$ cat src/hw/hsp_pkg.sv
// constants shared by the hub sideband pin control block
`default_nettype none
package hsp_pkg;
	// register byte offsets
	localparam logic [7:0] HSP_OFS_CTRL   = 8'h00;
	localparam logic [7:0] HSP_OFS_STATUS = 8'h04;
	localparam logic [7:0] HSP_OFS_MASK   = 8'h08;
	localparam logic [7:0] HSP_OFS_STATE  = 8'h0c;
	localparam logic [7:0] HSP_OFS_FREQ   = 8'h10;
	// control register fields
	localparam int HSP_CTRL_SUSP_SEL  = 0;
	localparam int HSP_CTRL_PWR       = 1;
	localparam int HSP_CTRL_CONNECT_N = 2;
	localparam int HSP_CTRL_CONFIGURED = 3;
	localparam int HSP_CTRL_SUSPENDED = 4;
	localparam logic [4:0] HSP_CTRL_RST = 5'h04;
	// event / status / mask fields
	localparam int HSP_EVT_NUM       = 3;
	localparam int HSP_EVT_FAULT     = 0;
	localparam int HSP_EVT_CONN_RISE = 1;
	localparam int HSP_EVT_COMM      = 2;
	localparam logic [2:0] HSP_MASK_RST = 3'h0;
	// state register fields
	localparam int HSP_ST_FAULT   = 0;
	localparam int HSP_ST_CONNECT = 1;
	localparam int HSP_ST_STAGE   = 2;
	localparam int HSP_ST_REFSEL  = 4;
	localparam int HSP_ST_SECOND  = 6;
	localparam int HSP_ST_STANDBY = 7;
	// init stage length
	localparam int HSP_CLK_MHZ  = 40;
	localparam int HSP_INIT_NS  = 1000;
	localparam int HSP_INIT_CYC = (HSP_INIT_NS * HSP_CLK_MHZ + 999) / 1000;
	// reference frequencies in kHz, indexed by select code
	localparam logic [15:0] HSP_FREQ_PRI [4] = '{16'h9600, 16'h6590, 16'h4b00, 16'h2ee0};
	localparam logic [15:0] HSP_FREQ_SEC [4] = '{16'h5dc0, 16'h6978, 16'h61a8, 16'hc350};
	typedef enum logic [1:0] {HSP_STG_INIT, HSP_STG_CONFIG, HSP_STG_COMM} hsp_stage_t;
endpackage
`default_nettype wire

$ cat src/hw/hsp_evt_if.sv
// interface between the core and the latched interrupt status block
`default_nettype none
interface hsp_evt_if #(parameter int N = 3);
	logic [N-1:0] evt;
	logic         clr_stb;
	logic [N-1:0] clr_data;
	logic [N-1:0] mask_wdata;
	logic         mask_stb;
	logic [N-1:0] status;
	logic [N-1:0] mask;
	logic         pend;
	modport core (output evt, clr_stb, clr_data, mask_wdata, mask_stb,
		input status, mask, pend);
	modport irq (input evt, clr_stb, clr_data, mask_wdata, mask_stb,
		output status, mask, pend);
endinterface
`default_nettype wire

$ cat src/hw/hsp_top.sv
// hub sideband pin control: interrupt pin, fault sense, port power, stages
//
// Behaviour
// - general mode: enabled status set pulls interrupt low
// - interrupt stays low until status is cleared or masked
// - suspend mode: pin low unless configured and active
// - low fault sense input means fault reported
// - power output high requests power, low removes
// - capture reference selects once during init stage
// - reset low holds block reset in standby
// - connect high moves configuration into communication
// - connect low: wait for connect bit clear
// - connect high: enter communication without waiting
// - connect rising edge moves into communication
// - status bits latch on new events only
// - mask selects which status bits drive interrupt
// - interrupt pin sampled at init picks table
`default_nettype none
module hsp_top
	import hsp_pkg::*;
#(
	parameter int INIT_CYC = HSP_INIT_CYC
) (
	input  wire logic        pclk,
	input  wire logic        presetn,
	input  wire logic        psel,
	input  wire logic        penable,
	input  wire logic        pwrite,
	input  wire logic [7:0]  paddr,
	input  wire logic [31:0] pwdata,
	output var  logic [31:0] prdata,
	output var  logic        pready,
	output var  logic        pslverr,
	output var  logic        irq,
	input  wire logic        hub_connect,
	input  wire logic        overcurrent_sense_low,
	input  wire logic [1:0]  ref_sel,
	input  wire logic        int_pin_in,
	output var  logic        int_pin_out,
	output var  logic        int_pin_oe,
	output var  logic        port_power_enable,
	output var  logic [15:0] ref_freq_khz,
	output var  logic        standby
);
	localparam int CW = $clog2(INIT_CYC + 1);

	////////////////////////////////////////////////////////////////////////
	// input synchronisers
	logic [2:0] pins_s;
	logic [1:0] refsel_s;
	logic       conn_s;
	logic       fault_s;
	logic       intin_s;

	hsp_sync #(.W(3)) u_sync_pins (
		.clk   (pclk),
		.rst_n (presetn),
		.d     ({int_pin_in, ~overcurrent_sense_low, hub_connect}),
		.q     (pins_s)
	);
	hsp_sync #(.W(2)) u_sync_ref (
		.clk   (pclk),
		.rst_n (presetn),
		.d     (ref_sel),
		.q     (refsel_s)
	);
	assign conn_s  = pins_s[0];
	assign fault_s = pins_s[1];
	assign intin_s = pins_s[2];

	////////////////////////////////////////////////////////////////////////
	// status and mask
	hsp_evt_if #(.N(HSP_EVT_NUM)) evt_if ();

	hsp_irq #(.N(HSP_EVT_NUM)) u_irq (
		.pclk    (pclk),
		.presetn (presetn),
		.e       (evt_if.irq)
	);

	////////////////////////////////////////////////////////////////////////
	// stage machine, edge memories and captured straps
	hsp_stage_t  stage_r;
	hsp_stage_t  stage_nxt;
	logic [CW-1:0] cnt_r;
	logic [CW-1:0] cnt_nxt;
	logic        conn_d_r;
	logic        conn_d_nxt;
	logic        fault_d_r;
	logic        fault_d_nxt;
	logic        conn_rise_r;
	logic        conn_rise_nxt;
	logic [1:0]  refsel_r;
	logic [1:0]  refsel_nxt;
	logic        second_r;
	logic        second_nxt;
	logic        standby_r;
	logic [4:0]  ctrl_r;
	logic [4:0]  ctrl_nxt;
	logic        wr_en;
	logic        rd_en;

	always_comb begin
		stage_nxt     = stage_r;
		cnt_nxt       = cnt_r;
		refsel_nxt    = refsel_r;
		second_nxt    = second_r;
		conn_d_nxt    = conn_s;
		fault_d_nxt   = fault_s;
		// remembers a rise seen during init, acted on in configuration
		conn_rise_nxt = conn_rise_r | (conn_s & ~conn_d_r);
		case (stage_r)
			HSP_STG_INIT: begin
				// straps sampled at the end of init, after synchronisers settle
				if (cnt_r == CW'(INIT_CYC - 1)) begin
					refsel_nxt = refsel_s;
					second_nxt = ~intin_s;
					stage_nxt  = HSP_STG_CONFIG;
				end else begin
					cnt_nxt = cnt_r + CW'(1);
				end
			end
			HSP_STG_CONFIG: begin
				if (conn_s) begin
					stage_nxt = HSP_STG_COMM;
				end else if (conn_rise_r) begin
					stage_nxt = HSP_STG_COMM;
				end else if (!ctrl_r[HSP_CTRL_CONNECT_N]) begin
					stage_nxt = HSP_STG_COMM;
				end
			end
			HSP_STG_COMM: begin
				stage_nxt     = HSP_STG_COMM;
				conn_rise_nxt = 1'b0;
			end
			default: begin
				stage_nxt = HSP_STG_INIT;
			end
		endcase
	end

	// reset is the standby hold; nothing is retained across it
	always_ff @(posedge pclk or negedge presetn) begin
		if (!presetn) begin
			stage_r     <= HSP_STG_INIT;
			cnt_r       <= '0;
			conn_d_r    <= 1'b0;
			fault_d_r   <= 1'b0;
			conn_rise_r <= 1'b0;
			refsel_r    <= 2'h0;
			second_r    <= 1'b0;
			standby_r   <= 1'b1;
		end else begin
			stage_r     <= stage_nxt;
			cnt_r       <= cnt_nxt;
			conn_d_r    <= conn_d_nxt;
			fault_d_r   <= fault_d_nxt;
			conn_rise_r <= conn_rise_nxt;
			refsel_r    <= refsel_nxt;
			second_r    <= second_nxt;
			standby_r   <= 1'b0;
		end
	end

	// events are edges, so a held cause never re-fires
	always_comb begin
		evt_if.evt = '0;
		evt_if.evt[HSP_EVT_FAULT]     = fault_s & ~fault_d_r;
		evt_if.evt[HSP_EVT_CONN_RISE] = conn_s & ~conn_d_r;
		evt_if.evt[HSP_EVT_COMM]      = (stage_r == HSP_STG_CONFIG)
			&& (stage_nxt == HSP_STG_COMM);
	end

	////////////////////////////////////////////////////////////////////////
	// apb slave: one wait state so read data comes from a flop
	logic [31:0] prdata_r;
	logic [31:0] prdata_nxt;
	logic        pready_r;
	logic        pready_nxt;
	logic        pslverr_r;
	logic        pslverr_nxt;
	logic        mapped;

	assign wr_en = psel & penable & pready_r & pwrite & ~pslverr_r;
	assign rd_en = psel & penable & ~pready_r;

	always_comb begin
		mapped = (paddr == HSP_OFS_CTRL) || (paddr == HSP_OFS_STATUS)
			|| (paddr == HSP_OFS_MASK) || (paddr == HSP_OFS_STATE)
			|| (paddr == HSP_OFS_FREQ);
		pready_nxt  = rd_en;
		pslverr_nxt = rd_en & ~mapped;
		prdata_nxt  = '0;
		if (rd_en && !pwrite) begin
			case (paddr)
				HSP_OFS_CTRL:   prdata_nxt[4:0] = ctrl_r;
				HSP_OFS_STATUS: prdata_nxt[HSP_EVT_NUM-1:0] = evt_if.status;
				HSP_OFS_MASK:   prdata_nxt[HSP_EVT_NUM-1:0] = evt_if.mask;
				HSP_OFS_STATE: begin
					prdata_nxt[HSP_ST_FAULT]   = fault_s;
					prdata_nxt[HSP_ST_CONNECT] = conn_s;
					prdata_nxt[HSP_ST_STAGE +: 2] = stage_r;
					prdata_nxt[HSP_ST_REFSEL +: 2] = refsel_r;
					prdata_nxt[HSP_ST_SECOND]  = second_r;
					prdata_nxt[HSP_ST_STANDBY] = standby_r;
				end
				HSP_OFS_FREQ:   prdata_nxt[15:0] = ref_freq_khz;
				default:        prdata_nxt = '0;
			endcase
		end
		ctrl_nxt = ctrl_r;
		if (wr_en && paddr == HSP_OFS_CTRL) begin
			ctrl_nxt = pwdata[4:0];
		end
		evt_if.clr_stb    = wr_en && (paddr == HSP_OFS_STATUS);
		evt_if.clr_data   = pwdata[HSP_EVT_NUM-1:0];
		evt_if.mask_stb   = wr_en && (paddr == HSP_OFS_MASK);
		evt_if.mask_wdata = pwdata[HSP_EVT_NUM-1:0];
	end

	always_ff @(posedge pclk or negedge presetn) begin
		if (!presetn) begin
			prdata_r  <= '0;
			pready_r  <= 1'b0;
			pslverr_r <= 1'b0;
			ctrl_r    <= HSP_CTRL_RST;
		end else begin
			prdata_r  <= prdata_nxt;
			pready_r  <= pready_nxt;
			pslverr_r <= pslverr_nxt;
			ctrl_r    <= ctrl_nxt;
		end
	end

	////////////////////////////////////////////////////////////////////////
	// pins
	logic        int_oe_r;
	logic        int_oe_nxt;
	logic        irq_r;
	logic        pwr_r;
	logic        pwr_nxt;
	logic [15:0] freq_r;
	logic [15:0] freq_nxt;
	logic        hub_active;

	always_comb begin
		hub_active = ctrl_r[HSP_CTRL_CONFIGURED] & ~ctrl_r[HSP_CTRL_SUSPENDED];
		if (stage_r == HSP_STG_INIT) begin
			// released during init so the pin strap can be read
			int_oe_nxt = 1'b0;
		end else if (ctrl_r[HSP_CTRL_SUSP_SEL]) begin
			int_oe_nxt = ~hub_active;
		end else begin
			int_oe_nxt = evt_if.pend;
		end
		pwr_nxt  = ctrl_r[HSP_CTRL_PWR];
		// nothing shown before capture, so the value never moves once set
		if (stage_r == HSP_STG_INIT) begin
			freq_nxt = '0;
		end else begin
			freq_nxt = second_r ? HSP_FREQ_SEC[refsel_r] : HSP_FREQ_PRI[refsel_r];
		end
	end

	always_ff @(posedge pclk or negedge presetn) begin
		if (!presetn) begin
			int_oe_r <= 1'b0;
			irq_r    <= 1'b0;
			pwr_r    <= 1'b0;
			freq_r   <= '0;
		end else begin
			int_oe_r <= int_oe_nxt;
			irq_r    <= evt_if.pend;
			pwr_r    <= pwr_nxt;
			freq_r   <= freq_nxt;
		end
	end

	assign prdata            = prdata_r;
	assign pready            = pready_r;
	assign pslverr           = pslverr_r;
	assign irq               = irq_r;
	assign int_pin_out       = 1'b0; // open drain: only ever pulls low
	assign int_pin_oe        = int_oe_r;
	assign port_power_enable = pwr_r;
	assign ref_freq_khz      = freq_r;
	assign standby           = standby_r;
endmodule // hsp_top
`default_nettype wire

$ cat src/hw/hsp_sync.sv
// two flip-flop level synchroniser
`default_nettype none
module hsp_sync #(
	parameter int W = 2
) (
	input  wire logic         clk,
	input  wire logic         rst_n,
	input  wire logic [W-1:0] d,
	output var  logic [W-1:0] q
);
	logic [W-1:0] meta_r;

	// first stage read only by the second
	always_ff @(posedge clk or negedge rst_n) begin
		if (!rst_n) begin
			meta_r <= '0;
			q      <= '0;
		end else begin
			meta_r <= d;
			q      <= meta_r;
		end
	end
endmodule // hsp_sync
`default_nettype wire

$ cat src/hw/hsp_irq.sv
// sticky interrupt status with write-one-to-clear and mask
`default_nettype none
module hsp_irq
	import hsp_pkg::*;
#(
	parameter int N = 3
) (
	input  wire logic pclk,
	input  wire logic presetn,
	hsp_evt_if.irq    e
);
	logic [N-1:0] status_r;
	logic [N-1:0] status_nxt;
	logic [N-1:0] mask_r;
	logic [N-1:0] mask_nxt;

	always_comb begin
		// a new event wins over a clear in the same cycle
		status_nxt = status_r;
		if (e.clr_stb) begin
			status_nxt = status_r & ~e.clr_data;
		end
		status_nxt = status_nxt | e.evt;
		mask_nxt = e.mask_stb ? e.mask_wdata : mask_r;
	end

	always_ff @(posedge pclk or negedge presetn) begin
		if (!presetn) begin
			status_r <= '0;
			mask_r   <= HSP_MASK_RST;
		end else begin
			status_r <= status_nxt;
			mask_r   <= mask_nxt;
		end
	end

	assign e.status = status_r;
	assign e.mask   = mask_r;
	assign e.pend   = |(status_r & mask_r);
endmodule // hsp_irq
`default_nettype wire

$ cat config.mk
export PLATFORM = sky130hd
export DESIGN_NAME = hsp_top
export DESIGN_NICKNAME = d
export VERILOG_FILES = /design/src/hw/hsp_pkg.sv /design/src/hw/hsp_evt_if.sv /design/src/hw/hsp_top.sv /design/src/hw/hsp_sync.sv /design/src/hw/hsp_irq.sv
export SDC_FILE = /design/constraint.sdc
export NUM_CORES = 1
export LEC_CHECK = 0
export ABC_CLOCK_PERIOD_IN_PS = 2200
export BUFFER_PORTS_ARGS = -buffer_cell sky130_fd_sc_hd__buf_4
export CORE_AREA = 2 2 132 70
export DETAILED_ROUTE_END_ITERATION = 10
export DIE_AREA = 0 0 134 72
export PLACE_DENSITY = 0.55
export SLEW_MARGIN = 20
export SYNTH_ARGS = -nofsm -noshare
export SYNTH_HDL_FRONTEND = slang
export SYNTH_SLANG_ARGS = --single-unit
$ cat constraint.sdc
create_clock -name pclk -period 2.2 [get_ports pclk]
set_clock_uncertainty 0.05 [all_clocks]
set_input_delay 0.44 -clock pclk [delete_from_list [all_inputs] [get_ports pclk]]
set_output_delay 0.44 -clock pclk [all_outputs]
set_load 0.005 [all_outputs]
# [Yosys cells after proc, flatten, opt, wreduce, memory -nomap -nowiden]
# Index checks and enable logic that the tools add are counted.
[totals] reg_bits=89 input_bits=50 word_cells=94
[op_classes] add_sub_neg=1 magnitude_cmp=1 n_eq_ne=8 muxes=22 n_bitwise=25 n_reduce_logical=15
[ops] cell="2-to-1 mux 16 bit" count=7
[ops] cell="binary-select mux 16 bit (select 2 bit)" count=2
[ops] cell="equality test 8 x 4 -> 1 bit, second input constant" count=2
[ops] cell="case mux 3 bit (5 select lines)" count=1
[ops] cell="case mux 2 bit (3 select lines)" count=2
[ops] cell="inverter 1 bit" count=10
[ops] cell="AND 1 bit" count=9
[ops] cell="equality test 8 x 3 -> 1 bit, second input constant" count=1
[ops] cell="equality test 8 x 5 -> 1 bit, second input constant" count=1
[ops] cell="zero test 8 bit" count=1
[ops] cell="2-to-1 mux 2 bit" count=4
[ops] cell="2-to-1 mux 8 bit" count=1
[ops] cell="adder 6 x 1 -> 6 bit, second input constant" count=1
[ops] cell="AND 3 bit" count=2
[ops] cell="equality test 6 bit, second input constant" count=1
[ops] cell="case mux 3 bit (2 select lines)" count=1
[ops] cell="logical AND 1 bit" count=5
[ops] cell="equality test 2 bit, second input constant" count=2
[ops] cell="logical OR 1 bit" count=4
[ops] cell="AND reduction 2 bit" count=2
[ops] cell=">= comparator 3 bit, second input constant" count=1
[ops] cell="2-to-1 mux 1 bit" count=3
[ops] cell="2-to-1 mux 3 bit" count=1
[ops] cell="inverter 2 -> 3 bit" count=1
[ops] cell="other kinds (7)" count=7

# [Depth between registers and ports, before layout]
# Gate-level depths: netlist (run 1).
[depth] word_depth=7 depth_mapped=5

# [Modules after synthesis]
# Synthesis (run 1) repeated with hierarchy kept, for this count alone.
[unflattened] hier_cells=227 hier_area_um2=2846.5
[by_module_without_submodules] module="hsp_top" instances=1 cells_each=200 area_each_um2=2364.8
[by_module_without_submodules] module="hsp_irq" instances=1 cells_each=17 area_each_um2=231.5
[by_module_without_submodules] module="hsp_sync at u_sync_pins" instances=1 cells_each=6 area_each_um2=150.1
[by_module_without_submodules] module="hsp_sync at u_sync_ref" instances=1 cells_each=4 area_each_um2=100.1

# [Worst setup path after synthesis (run 1)]
# Ideal clock, no wire load.
[synth_path] path_type="input to register" startpoint="input paddr[7]" endpoint="register ctrl_r[0]" arrival_ns=2.038 t_required_ns=2.025 slack_ns=-0.013 cell_stages=5 cell_sequence="or4_4 -> nor4_4 -> or3b_1 -> buf_6 -> mux2_4"
[synth_via] elab_chain_len=2
[synth_rtl] item="start, declared" line="hsp_top.sv:29" text="input wire logic [7:0] paddr,"
[synth_rtl] item="zero test 8 bit" line="hsp_top.sv:212" text="if (wr_en && paddr == HSP_OFS_CTRL) begin"
[synth_rtl] item="logical AND 1 bit" line="hsp_top.sv:212"
[synth_rtl] item="end signal, assigned" line="hsp_top.sv:231" text="ctrl_r <= ctrl_nxt;"
[synth_rtl] item="end, declared" line="hsp_top.sv:98" text="logic [4:0] ctrl_r;"
# Every way passes these cells.
# A chain may end at the register's enable or synchronous reset.

# [Final worst setup path (run 1)]
[layout_path] startpoint="input paddr[7]" endpoint="register u_irq.mask_r[1], in the netlist u_irq.e.mask[1]"
[layout_via] elab_chain_len=2
[layout_rtl] item="equality test 8 x 4 -> 1 bit" line="hsp_top.sv:217" text="evt_if.mask_stb = wr_en && (paddr == HSP_OFS_MASK);"
[layout_rtl] item="logical AND 1 bit" line="hsp_top.sv:217"
[layout_rtl] item="end signal, assigned" line="hsp_irq.sv:33" text="mask_r <= mask_nxt;"
[layout_rtl] item="end, declared" line="hsp_irq.sv:14" text="logic [N-1:0] mask_r;"
# Every way passes these cells.

==> run summary, run 1 <==
Status: completed
Top Ports: 105
Setup crit start kind: input port
Routed length per instance: 14.1 microns
WP data arrival: 2.22 ns
Crit Path Max Fanout: 3
Commonest non-fill, non-tap cells in the layout: dfrtp_1 (66), buf_4 (66), nor2_1 (26)
Final critical-path share of the clock period: 93.3%
Clock latency on the worst-skew pair: 0.33 ns
Total Neg Setup Slack: 0 ns
Nets: 358
Vias in the first global route: 1774
Sequential share of the synthesized area: 58.9%
#FFs+latches synth: 68
Die X: 134 microns
Routability cong.: 0.786
Max rail drop VDD: 361 uV
First DRT Iteration DRCs: 142
H-Tree Level Count: 3
Die Y: 72 microns
Via density: 4.39
Port Buf Inserts: 57
Worst Hold Class: input port to flip-flop
CTS Buffer Depth: 2
Fin. max-slew vios: 0
Vias: 1864
Synth area leaders: dfrtp_1 (57%), buf_4 (5.7%), nor2_1 (3.4%), mux2_2 (2.7%), mux2_4 (2.6%)
PostCTS Resize Cnt: 0
Post-route DRC: 0
Die area: 9650 sq um
# Max-Cap Violations: 0
Routed Antenna Nets: 0
Grt ovf: 0
Final HPWL DP: 4520 microns
Post-synth EDFFs: 0
Final setup vio count: 0
Synth area leader: dfrtp_1
Mapped Cells: 236
Row count: 24
Starting Density: 34.3%
Largest net degree at the start of global routing: 41
Prevailing post-synth register cell: dfrtp_1
Overall Global Routing Usage: 13.4%
Initial antenna violation count: 0
Syn avg cell area: 12.3 sq um
HP Start: hub_connect
Fmax: 0.487 GHz
Pwr dens: 807 nW/um^2
Clock net sink count: 68
DR pass1 iterations: 4
Inserted Clock Buffers: 9
First-pass GRT wire length: 9560 microns
FFs w/ async S/R, synth: 100%
Reg-to-Reg Start: pslverr
Min Tclk post-route: 2.05 ns
Pleak: 0.00184 uW
Setup crit start: paddr[7]
Area Overhead vs Synth: 29.6%
Pwr Total: 3030 uW
Final wirelength: 6010 microns
Diode count: 0
Worst-path clk slew: 0.05 ns
Cell Area, Synth: 2900 sq um
Setup CP Type: input port to flip-flop
Core Box Area: 8440 sq um
CTS root buf: clkbuf_16
CTS tree: done
Crit end category: flip-flop
Fin. Hold Viols: 0
Required @ worst endpoint: 2.36 ns
Share of cells above drive strength 1: 33.1%
Yosys top cell area share: 57.0%
RSZ-0062 raised after global routing: false
Yosys cell types: 44
Ys Warns: 0
cell type report:
type | instances | area (sq um)
multi-input cells | 150 | 1030
flip-flops and latches | 68 | 1700
clock inverters | 4 | 72.6
repair buffers | 68 | 526
inverters | 6 | 22.5
clock buffers | 12 | 246
fillers | 773 | 4690
well taps | 117 | 146
per-layer routing:
layer | vias to the layer above | track usage, % | share of wire [%]
li1 | 895 | - | -
met1 | 902 | 19.7 | 53
met2 | 56 | 17.3 | 39
met3 | 11 | 5.94 | 7.0
met4 | 0 | 4.96 | 1.4
met5 | - | 0 | 0
kinds of logic (layout without fill, tap and decap cells):
kind of cell	count (synthesis)	after routing	synth area share [%]
AND/OR/NAND/NOR	74	74	14.8
flip-flops	68	68	58.9
buffers and inverters	38	90	8.04
AO/OA/AOI/OAI	28	28	6.14
multiplexers	18	18	8.69
adder cells (fa/ha/maj)	5	5	2.16
XOR/XNOR	4	4	1.21
other	1	21	0.130
power breakdown:
group	leakage (uW)	total [uW]	switching, uW	internal [uW]
Sequential	0.000841	1320	27.8	1290
Combinational	0.000850	181	90.7	90.8
Clock	0.000153	1530	507	1020
Total	0.00184	3030	626	2400
critical path, cell delays in order:
cell and delay, ns:
buf_4 0.11, or4_4 0.56, or3_1 0.39, nor4b_4 0.34, mux2_2 0.38
synthesized netlist by cell type, types with 4 or more instances:
cell type and number:
buf_4 22, ha_1 5, mux2_2 7, nor2_1 26, nor2b_1 6, inv_1 6
nand2_1 12, clkbuf_1 8, nand2b_1 4, dfrtp_1 66, a21oi_1 8, mux2_4 5
o21ai_0 5, and2_1 7
flip-flops by register name (all words and copies together), names as in the netlist, 2 cells and up:
name,count
stage_r,2
u_irq.e.status,3
ctrl_r,5
u_sync_ref.q,2
prdata,15
u_sync_pins.meta_r,3
ref_freq_khz,12
u_irq.e.mask,3
u_sync_pins.q,3
u_sync_ref.meta_r,2
cnt_r,6
refsel_r,2
through the flow:
| step | util [%] | instances | cell area (sq um) | worst slack [ns] | hold WS (ns) |
|---|---|---|---|---|---|
| after floorplan | - | 256 | 2970 | -0.0134 | 0.0944 |
| after global placement | 40.6 | 408 | 3420 | -0.181 | 0.282 |
| after detailed placement | 40.6 | 408 | 3420 | -0.188 | 0.286 |
| after CTS | 44.5 | 425 | 3750 | 0.164 | 0.151 |
| after global routing | 44.5 | 425 | 3750 | 0.117 | 0.155 |
| final | 44.5 | 425 | 3750 | 0.147 | 0.166 |
repair_timing:
item,CTS,global route
hold buffers,1,0
endpoints found under the hold margin,28,0
buffers inserted,0,0
endpoints found under the setup margin,0,0
worst paths after layout:
path / end / slack [ns] / cells past startpoint
setup reg to reg: u_irq.e.mask[1] / 0.21 / 4
max in group asynchronous: standby / 0.97 / 3
hold / removal: u_sync_pins.meta_r[0] / 0.17 / 1
min in group asynchronous: prdata[4] / 0.53 / 2
setup / recovery: u_irq.e.mask[1] / 0.15 / 5
hold reg to reg: u_sync_pins.q[1] / 0.30 / 0
No activity file was read; power rests on OpenSTA's default activity.
==> run 2, diff against run 1 <==
--- a/config.mk
+++ b/config.mk
@@ -5,12 +5,13 @@
 export SDC_FILE = /design/constraint.sdc
 export NUM_CORES = 1
 export LEC_CHECK = 0
+export ABC_AREA = 1
 export ABC_CLOCK_PERIOD_IN_PS = 2200
 export BUFFER_PORTS_ARGS = -buffer_cell sky130_fd_sc_hd__buf_4
-export CORE_AREA = 2 2 132 70
+export CORE_AREA = 2 2 135 71
 export DETAILED_ROUTE_END_ITERATION = 10
-export DIE_AREA = 0 0 134 72
-export PLACE_DENSITY = 0.55
+export DIE_AREA = 0 0 137 73
+export PLACE_DENSITY = 0.54
 export SLEW_MARGIN = 20
 export SYNTH_ARGS = -nofsm -noshare
 export SYNTH_HDL_FRONTEND = slang
==> run 2 against run 1 <==
Worst hold slack got worse by 0.14 ns. Clock-buffer cell count fell by 3. Maximum frequency rose by 34%. Critical path depth rose by 2. Clock power rose by 7%. Largest cell class unchanged.
==> run summary, run 2 <==
CTS Buffer Depth: 2
Final setup vio count: 0
Pleak: 0.00196 uW
Setup crit start kind: flip-flop
FFs w/ async S/R, synth: 100%
Grt ovf: 0
Clock share of power: 52.3%
Internal power: 2470 uW
Max FFs per register: 15
Actual slew at the worst max-slew pin: 0.508 ns
Number of fill cells: 880
H-Tree Level Count: 3
Setup CP Type: flip-flop to flip-flop
Post-synthesis mux area share: 0%
Prevailing post-synth register cell: dfrtp_1
Core Box Area: 9010 sq um
Die Y: 73 microns
Dpl ws: 0.554 ns
Count leader, synth: nand2_1
First DRT Iteration DRCs: 138
Clock latency on the worst-skew pair: 0.33 ns
#FFs+latches synth: 68
Routed Antenna Nets: 0
Vias in the first global route: 2071
Nets: 449
Crit Path Max Fanout: 7
Yosys cell types: 27
Synth Area in Simple Gates: 24.7%
Reg power frac: 41.9%
Clock net sink count: 68
Post-route DRC: 0
Share of cells above drive strength 1: 26.1%
Sequential share of the synthesized area: 56.7%
Required @ worst endpoint: 2.37 ns
Post-synth top cells: nand2_1 (78), dfrtp_1 (66), nor2_1 (31), inv_1 (30), nand3_1 (25)
Starting Density: 33.4%
Largest family of logic cells by synthesized area: simple AND/OR/NAND/NOR gates
Via density: 4.22
Fin. max-slew vios: 0
CTS tree: done
First-pass GRT wire length: 10700 microns
Pwr dens: 811 nW/um^2
Psw: 666 uW
Syn avg cell area: 9.22 sq um
Post-synthesis compound-gate area fraction: 5.33%
Initial antenna violation count: 0
Final worst setup slack: 0.670 ns
Most common cell after layout, fill and taps aside: nand2_1
Adder-Cell Fraction of Synth Area: 2.08%
Row count: 25
Final HPWL DP: 4970 microns
Port Buf Inserts: 57
Ys Warns: 0
Placed Cells: 504
Fmax: 0.653 GHz
DR pass1 iterations: 4
Yosys top cell area share: 55.0%
Non-filler cells, final: 520
Switching share of power: 21.3%
Worst-path clk slew: 0.06 ns
Fin util: 42.9%
Status: completed
Overall Global Routing Usage: 14.4%
Max rail drop VDD: 358 uV
Synth area leaders: dfrtp_1 (55%), nand2_1 (9.7%), buf_4 (5.5%), nand3_1 (4.2%), nor2_1 (3.9%)
Routed length per instance: 12.5 microns
RSZ-0062 raised after global routing: false
Final critical-path share of the clock period: 69.6%
Worst Hold Class: input port to asynchronous set/reset pin
Vias: 2196
Total Neg Setup Slack: 0 ns
Die X: 137 microns
CTS root buf: clkbuf_16
Post-synth EDFFs: 0
Total setup buffers inserted after CTS: 0
Min Hold Slack: 0.0213 ns
Diode count: 0
Combinational power share: 5.8%
WP data arrival: 1.70 ns
Synth area leader: dfrtp_1
Fin. Hold Viols: 0
Cell Area, Synth: 3010 sq um
Commonest non-fill, non-tap cells in the layout: nand2_1 (78), dfrtp_1 (66), buf_4 (59)
Min Tclk post-route: 1.53 ns
Rel. slew slack: 66.1%
Area Overhead vs Synth: 28.6%
Mapped Cells: 326
Inserted Clock Buffers: 9
Routability cong.: 0.835
Largest net degree at the start of global routing: 40
# Max-Cap Violations: 0
Post-CTS Hold Fix Bufs: 0
Crit end category: flip-flop
Final wirelength: 6520 microns
Top Ports: 105
PostCTS Resize Cnt: 0
Xor and xnor area share after synthesis: 1.17%
Die area: 10000 sq um
==> run 2: cell count changes in the layout (fill, tap and decap cells not counted), moves of 5 or more <==
cell and delta:
o21ai_0 +9, nor2b_1 -6, nand2_1 +66, nand2_2 +8, buf_4 -7, nand3_1 +24, mux2_2 -7, and2_1 -7
inv_1 +24, nor2_1 +5, nor2_2 +7, mux2_4 -5
==> run 2: kinds of logic (layout without fill, tap and decap cells) <==
family,count (synthesis),in the layout
fa+ha+maj,5,5
simple gates,160,160
flops,68,68
other cells,1,21
compound gates,31,31
xor+xnor,4,4
buf+inv,57,110
==> run 2: routing by layer <==
layer  global-route usage, %  up-vias  wire, microns
li1                        -     1121              -
met1                    22.3     1014           3500
met2                    17.5       57           2420
met3                    6.94        4            574
met4                    3.09        0             30
met5                       0        -              0
==> run 2: final cells by class <==
type	count	area [sq um]	share of cell area, %
clock buffers	9	225	5.83
clock inverters	7	115	2.98
inverters	34	128	3.30
multi-input cells	221	1080	27.9
flip-flops and latches	68	1700	44.1
well taps	121	151	3.92
repair buffers	60	463	12.0
==> run 2: worst paths after layout <==
path / from / end / slack [ns] / cells past startpoint
max in group asynchronous: presetn / ctrl_r[2] / 1.49 / 2
min: presetn / prdata[9] / 0.02 / 1
max: cnt_r[0] / cnt_r[3] / 0.67 / 7
max reg2reg: cnt_r[0] / cnt_r[3] / 0.67 / 7
min reg2reg: u_sync_pins.meta_r[1] / u_sync_pins.q[1] / 0.30 / 0
min in group pclk: int_pin_in / u_sync_pins.meta_r[2] / 0.16 / 1
==> run 2: per-stage QoR <==
step / cell area, sq um / power, uW
final: 3860 / 3130
after global routing: 3860 / 3260
after CTS: 3860 / 3170
after detailed placement: 3520 / 1520
after global placement: 3520 / 1520
after floorplan: 3080 / 1420
==> run 2: critical path: stages (launching register included) <==
cell and delay [ns]:
dfrtp_1 0.41, ha_1 0.25, nand2_1 0.06, inv_1 0.04
nand4_2 0.14, nand2_1 0.20, o21ai_0 0.19, nand2_1 0.07
==> run 2: power groups by stage <==
stage	registers [uW]	clock network, uW	logic (uW)
finish	1310	1640	181
global route	1320	1730	208
CTS	1310	1670	184
detailed placement	1340	0	184
global placement	1340	0	182
floorplan	1330	0	92.4
==> run 3, diff against run 2 <==
--- a/config.mk
+++ b/config.mk
@@ -5,13 +5,13 @@
 export SDC_FILE = /design/constraint.sdc
 export NUM_CORES = 1
 export LEC_CHECK = 0
-export ABC_AREA = 1
-export ABC_CLOCK_PERIOD_IN_PS = 2200
+export ABC_AREA = 0
+export ABC_CLOCK_PERIOD_IN_PS = 1500
 export BUFFER_PORTS_ARGS = -buffer_cell sky130_fd_sc_hd__buf_4
-export CORE_AREA = 2 2 135 71
+export CORE_AREA = 2 2 132 70
 export DETAILED_ROUTE_END_ITERATION = 10
-export DIE_AREA = 0 0 137 73
-export PLACE_DENSITY = 0.54
+export DIE_AREA = 0 0 134 72
+export PLACE_DENSITY = 0.55
 export SLEW_MARGIN = 20
 export SYNTH_ARGS = -nofsm -noshare
 export SYNTH_HDL_FRONTEND = slang
==> constraint.sdc (replaced) <==
create_clock -name pclk -period 1.5 [get_ports pclk]
set_clock_uncertainty 0.05 [all_clocks]
set_input_delay 0.3 -clock pclk [delete_from_list [all_inputs] [get_ports pclk]]
set_output_delay 0.3 -clock pclk [all_outputs]
set_load 0.005 [all_outputs]
==> run 3 against run 2 <==
The flow now finishes with violations (negative setup slack). Die area decreased by 3.5%. Sequential power increased by 47%. Combinational power increased by 67%. Worst hold slack about the same. Sequential cell count unchanged. Clock-buffer cell count increased by 1. Clock power increased by 18%. Largest power group unchanged.
==> run summary, run 3 (synthesized netlist as in run 1, its figures left out) <==
Psw: 963 uW
CTS Buffer Depth: 2
Total Neg Setup Slack: -3.43 ns
Share of cells above drive strength 1: 41.8%
Die X: 134 microns
Fin. max-slew vios: 0
RSZ-0062 raised after global routing: true
Pwr dens: 1050 nW/um^2
Required @ worst endpoint: 1.67 ns
DR pass1 iterations: 4
Port Buf Inserts: 57
Fin. Hold Viols: 0
Max FFs per register: 15
Crit Path Max Fanout: 3
Most common cell after layout, fill and taps aside: buf_4
Core Box Area: 8440 sq um
Starting Density: 34.3%
Top Ports: 105
Die Y: 72 microns
Initial antenna violation count: 0
Row count: 24
CTS root buf: clkbuf_16
Vias: 1971
Failing checks: negative setup slack
Routed Antenna Nets: 0
Reg power frac: 46.2%
Final setup vio count: 21
Grt ovf: 0
Worst-path clk slew: 0.06 ns
CP max stage delay: 0.56 ns
Nets: 380
Vias in the first global route: 1911
Combinational power share: 7.3%
Final HPWL DP: 4670 microns
Placed Cells: 427
First-pass GRT wire length: 10100 microns
Clock net sink count: 68
Inserted Clock Buffers: 9
Final wirelength: 6270 microns
Routed length per instance: 14.0 microns
Fmax: 0.525 GHz
WP data arrival: 2.07 ns
# Max-Cap Violations: 0
H-Tree Level Count: 3
Via density: 4.41
First DRT Iteration DRCs: 118
Non-filler cells, final: 447
Overall Global Routing Usage: 14.1%
Setup crit start kind: flip-flop
Crit end category: flip-flop
Critical Path, Cell by Cell: or4bb_4 > buf_6 > nor4b_4 > buf_4 > mux2_4
Setup CP Type: flip-flop to flip-flop
Slowest library cell on the worst path: or4bb_4
Routability cong.: 0.783
Final critical-path share of the clock period: 127%
Clock latency on the worst-skew pair: 0.33 ns
Final worst setup slack: -0.405 ns
Die area: 9650 sq um
Post-route DRC: 0
CTS tree: done
Commonest non-fill, non-tap cells in the layout: buf_4 (82), dfrtp_1 (66), nor2_1 (25)
Worst Hold Class: input port to flip-flop
Internal power: 3200 uW
Switching share of power: 23.1%
Largest net degree at the start of global routing: 34
Status: finished with violations
Clock share of power: 46.6%
Pwr Total: 4170 uW
Max rail drop VDD: 530 uV
Min Tclk post-route: 1.91 ns
Area Overhead vs Synth: 37.6%
Pleak: 0.00198 uW
Diode count: 0
[run 3: changes by cell type in the layout (fill, tap and decap cells not counted), sizes merged, moves of 4 or more]
cell    change
and2        +7
buf        +29
inv        -27
mux2       +12
nand2      -75
nand2b      +4
nand3      -24
nor2       -17
nor2b       +6
nor3        -4
o21ai      -12
[run 3: worst paths after layout]
path,from,endpoint,slack (ns),depth (start not counted)
worst max-delay path,pslverr,u_irq.e.mask[2],-0.41,5
worst min-delay path,ref_sel[1],u_sync_ref.meta_r[1],0.02,1
worst max register to register,pslverr,u_irq.e.mask[2],-0.41,5
worst min register to register,u_sync_pins.meta_r[0],u_sync_pins.q[0],0.30,0
max in group asynchronous,presetn,standby,0.54,3
min in group asynchronous,presetn,u_sync_pins.meta_r[0],0.33,2
[run 3: final cells by class]
cell class                      instances  area (sq um)
Clock buffer                           10           239
Fill cell                             774          4460
Inverter                                6          22.5
Sequential cell                        68          1700
Timing Repair Buffer                   90           713
Clock inverter                          6          40.0
Multi-Input combinational cell        150          1120
Tap cell                              117           146
[run 3: layer usage]
| layer | up-vias | GRT usage [%] | wire, microns |
|---|---|---|---|
| met5 | - | 0 | 0 |
| li1 | 940 | - | - |
| met1 | 957 | 20.5 | 3260 |
| met4 | 0 | 4.02 | 61 |
| met2 | 67 | 18.9 | 2470 |
| met3 | 7 | 6.15 | 480 |
[run 3: worst max-delay path, delay by kind of cell, from the launching register on]
kind / cells / cell delay, ns
AND/OR/NAND/NOR: 2 / 0.75
flip-flops: 1 / 0.37
multiplexers: 1 / 0.30
buffers and inverters: 2 / 0.31
[run 3: power groups by stage]
stage	Clock, uW	Sequential [uW]	Combinational [uW]
global placement	0	1950	296
global route	2070	1930	337
detailed placement	0	1950	298
finish	1940	1920	303
floorplan	0	1950	143
CTS	1980	1920	307
[run 3: timing repair]
item	CTS	global route
hold buffers	1	0
resized for setup	16	5
pin swaps	8	6
endpoints found under the hold margin	17	0
buffers inserted	2	1
setup endpoints to repair	22	26
[run 3: through the flow]
step                setup WS, ns  hold slack, ns  cell area (sq um)  utilization, %
floorplan                 -0.573         -0.0456               3000               -
global placement          -0.708           0.150               3590            42.6
detailed placement        -0.749           0.154               3590            42.6
CTS                       -0.438          0.0103               3960            46.9
global route              -0.459          0.0110               3980            47.2
finish                    -0.405          0.0213               3980            47.2
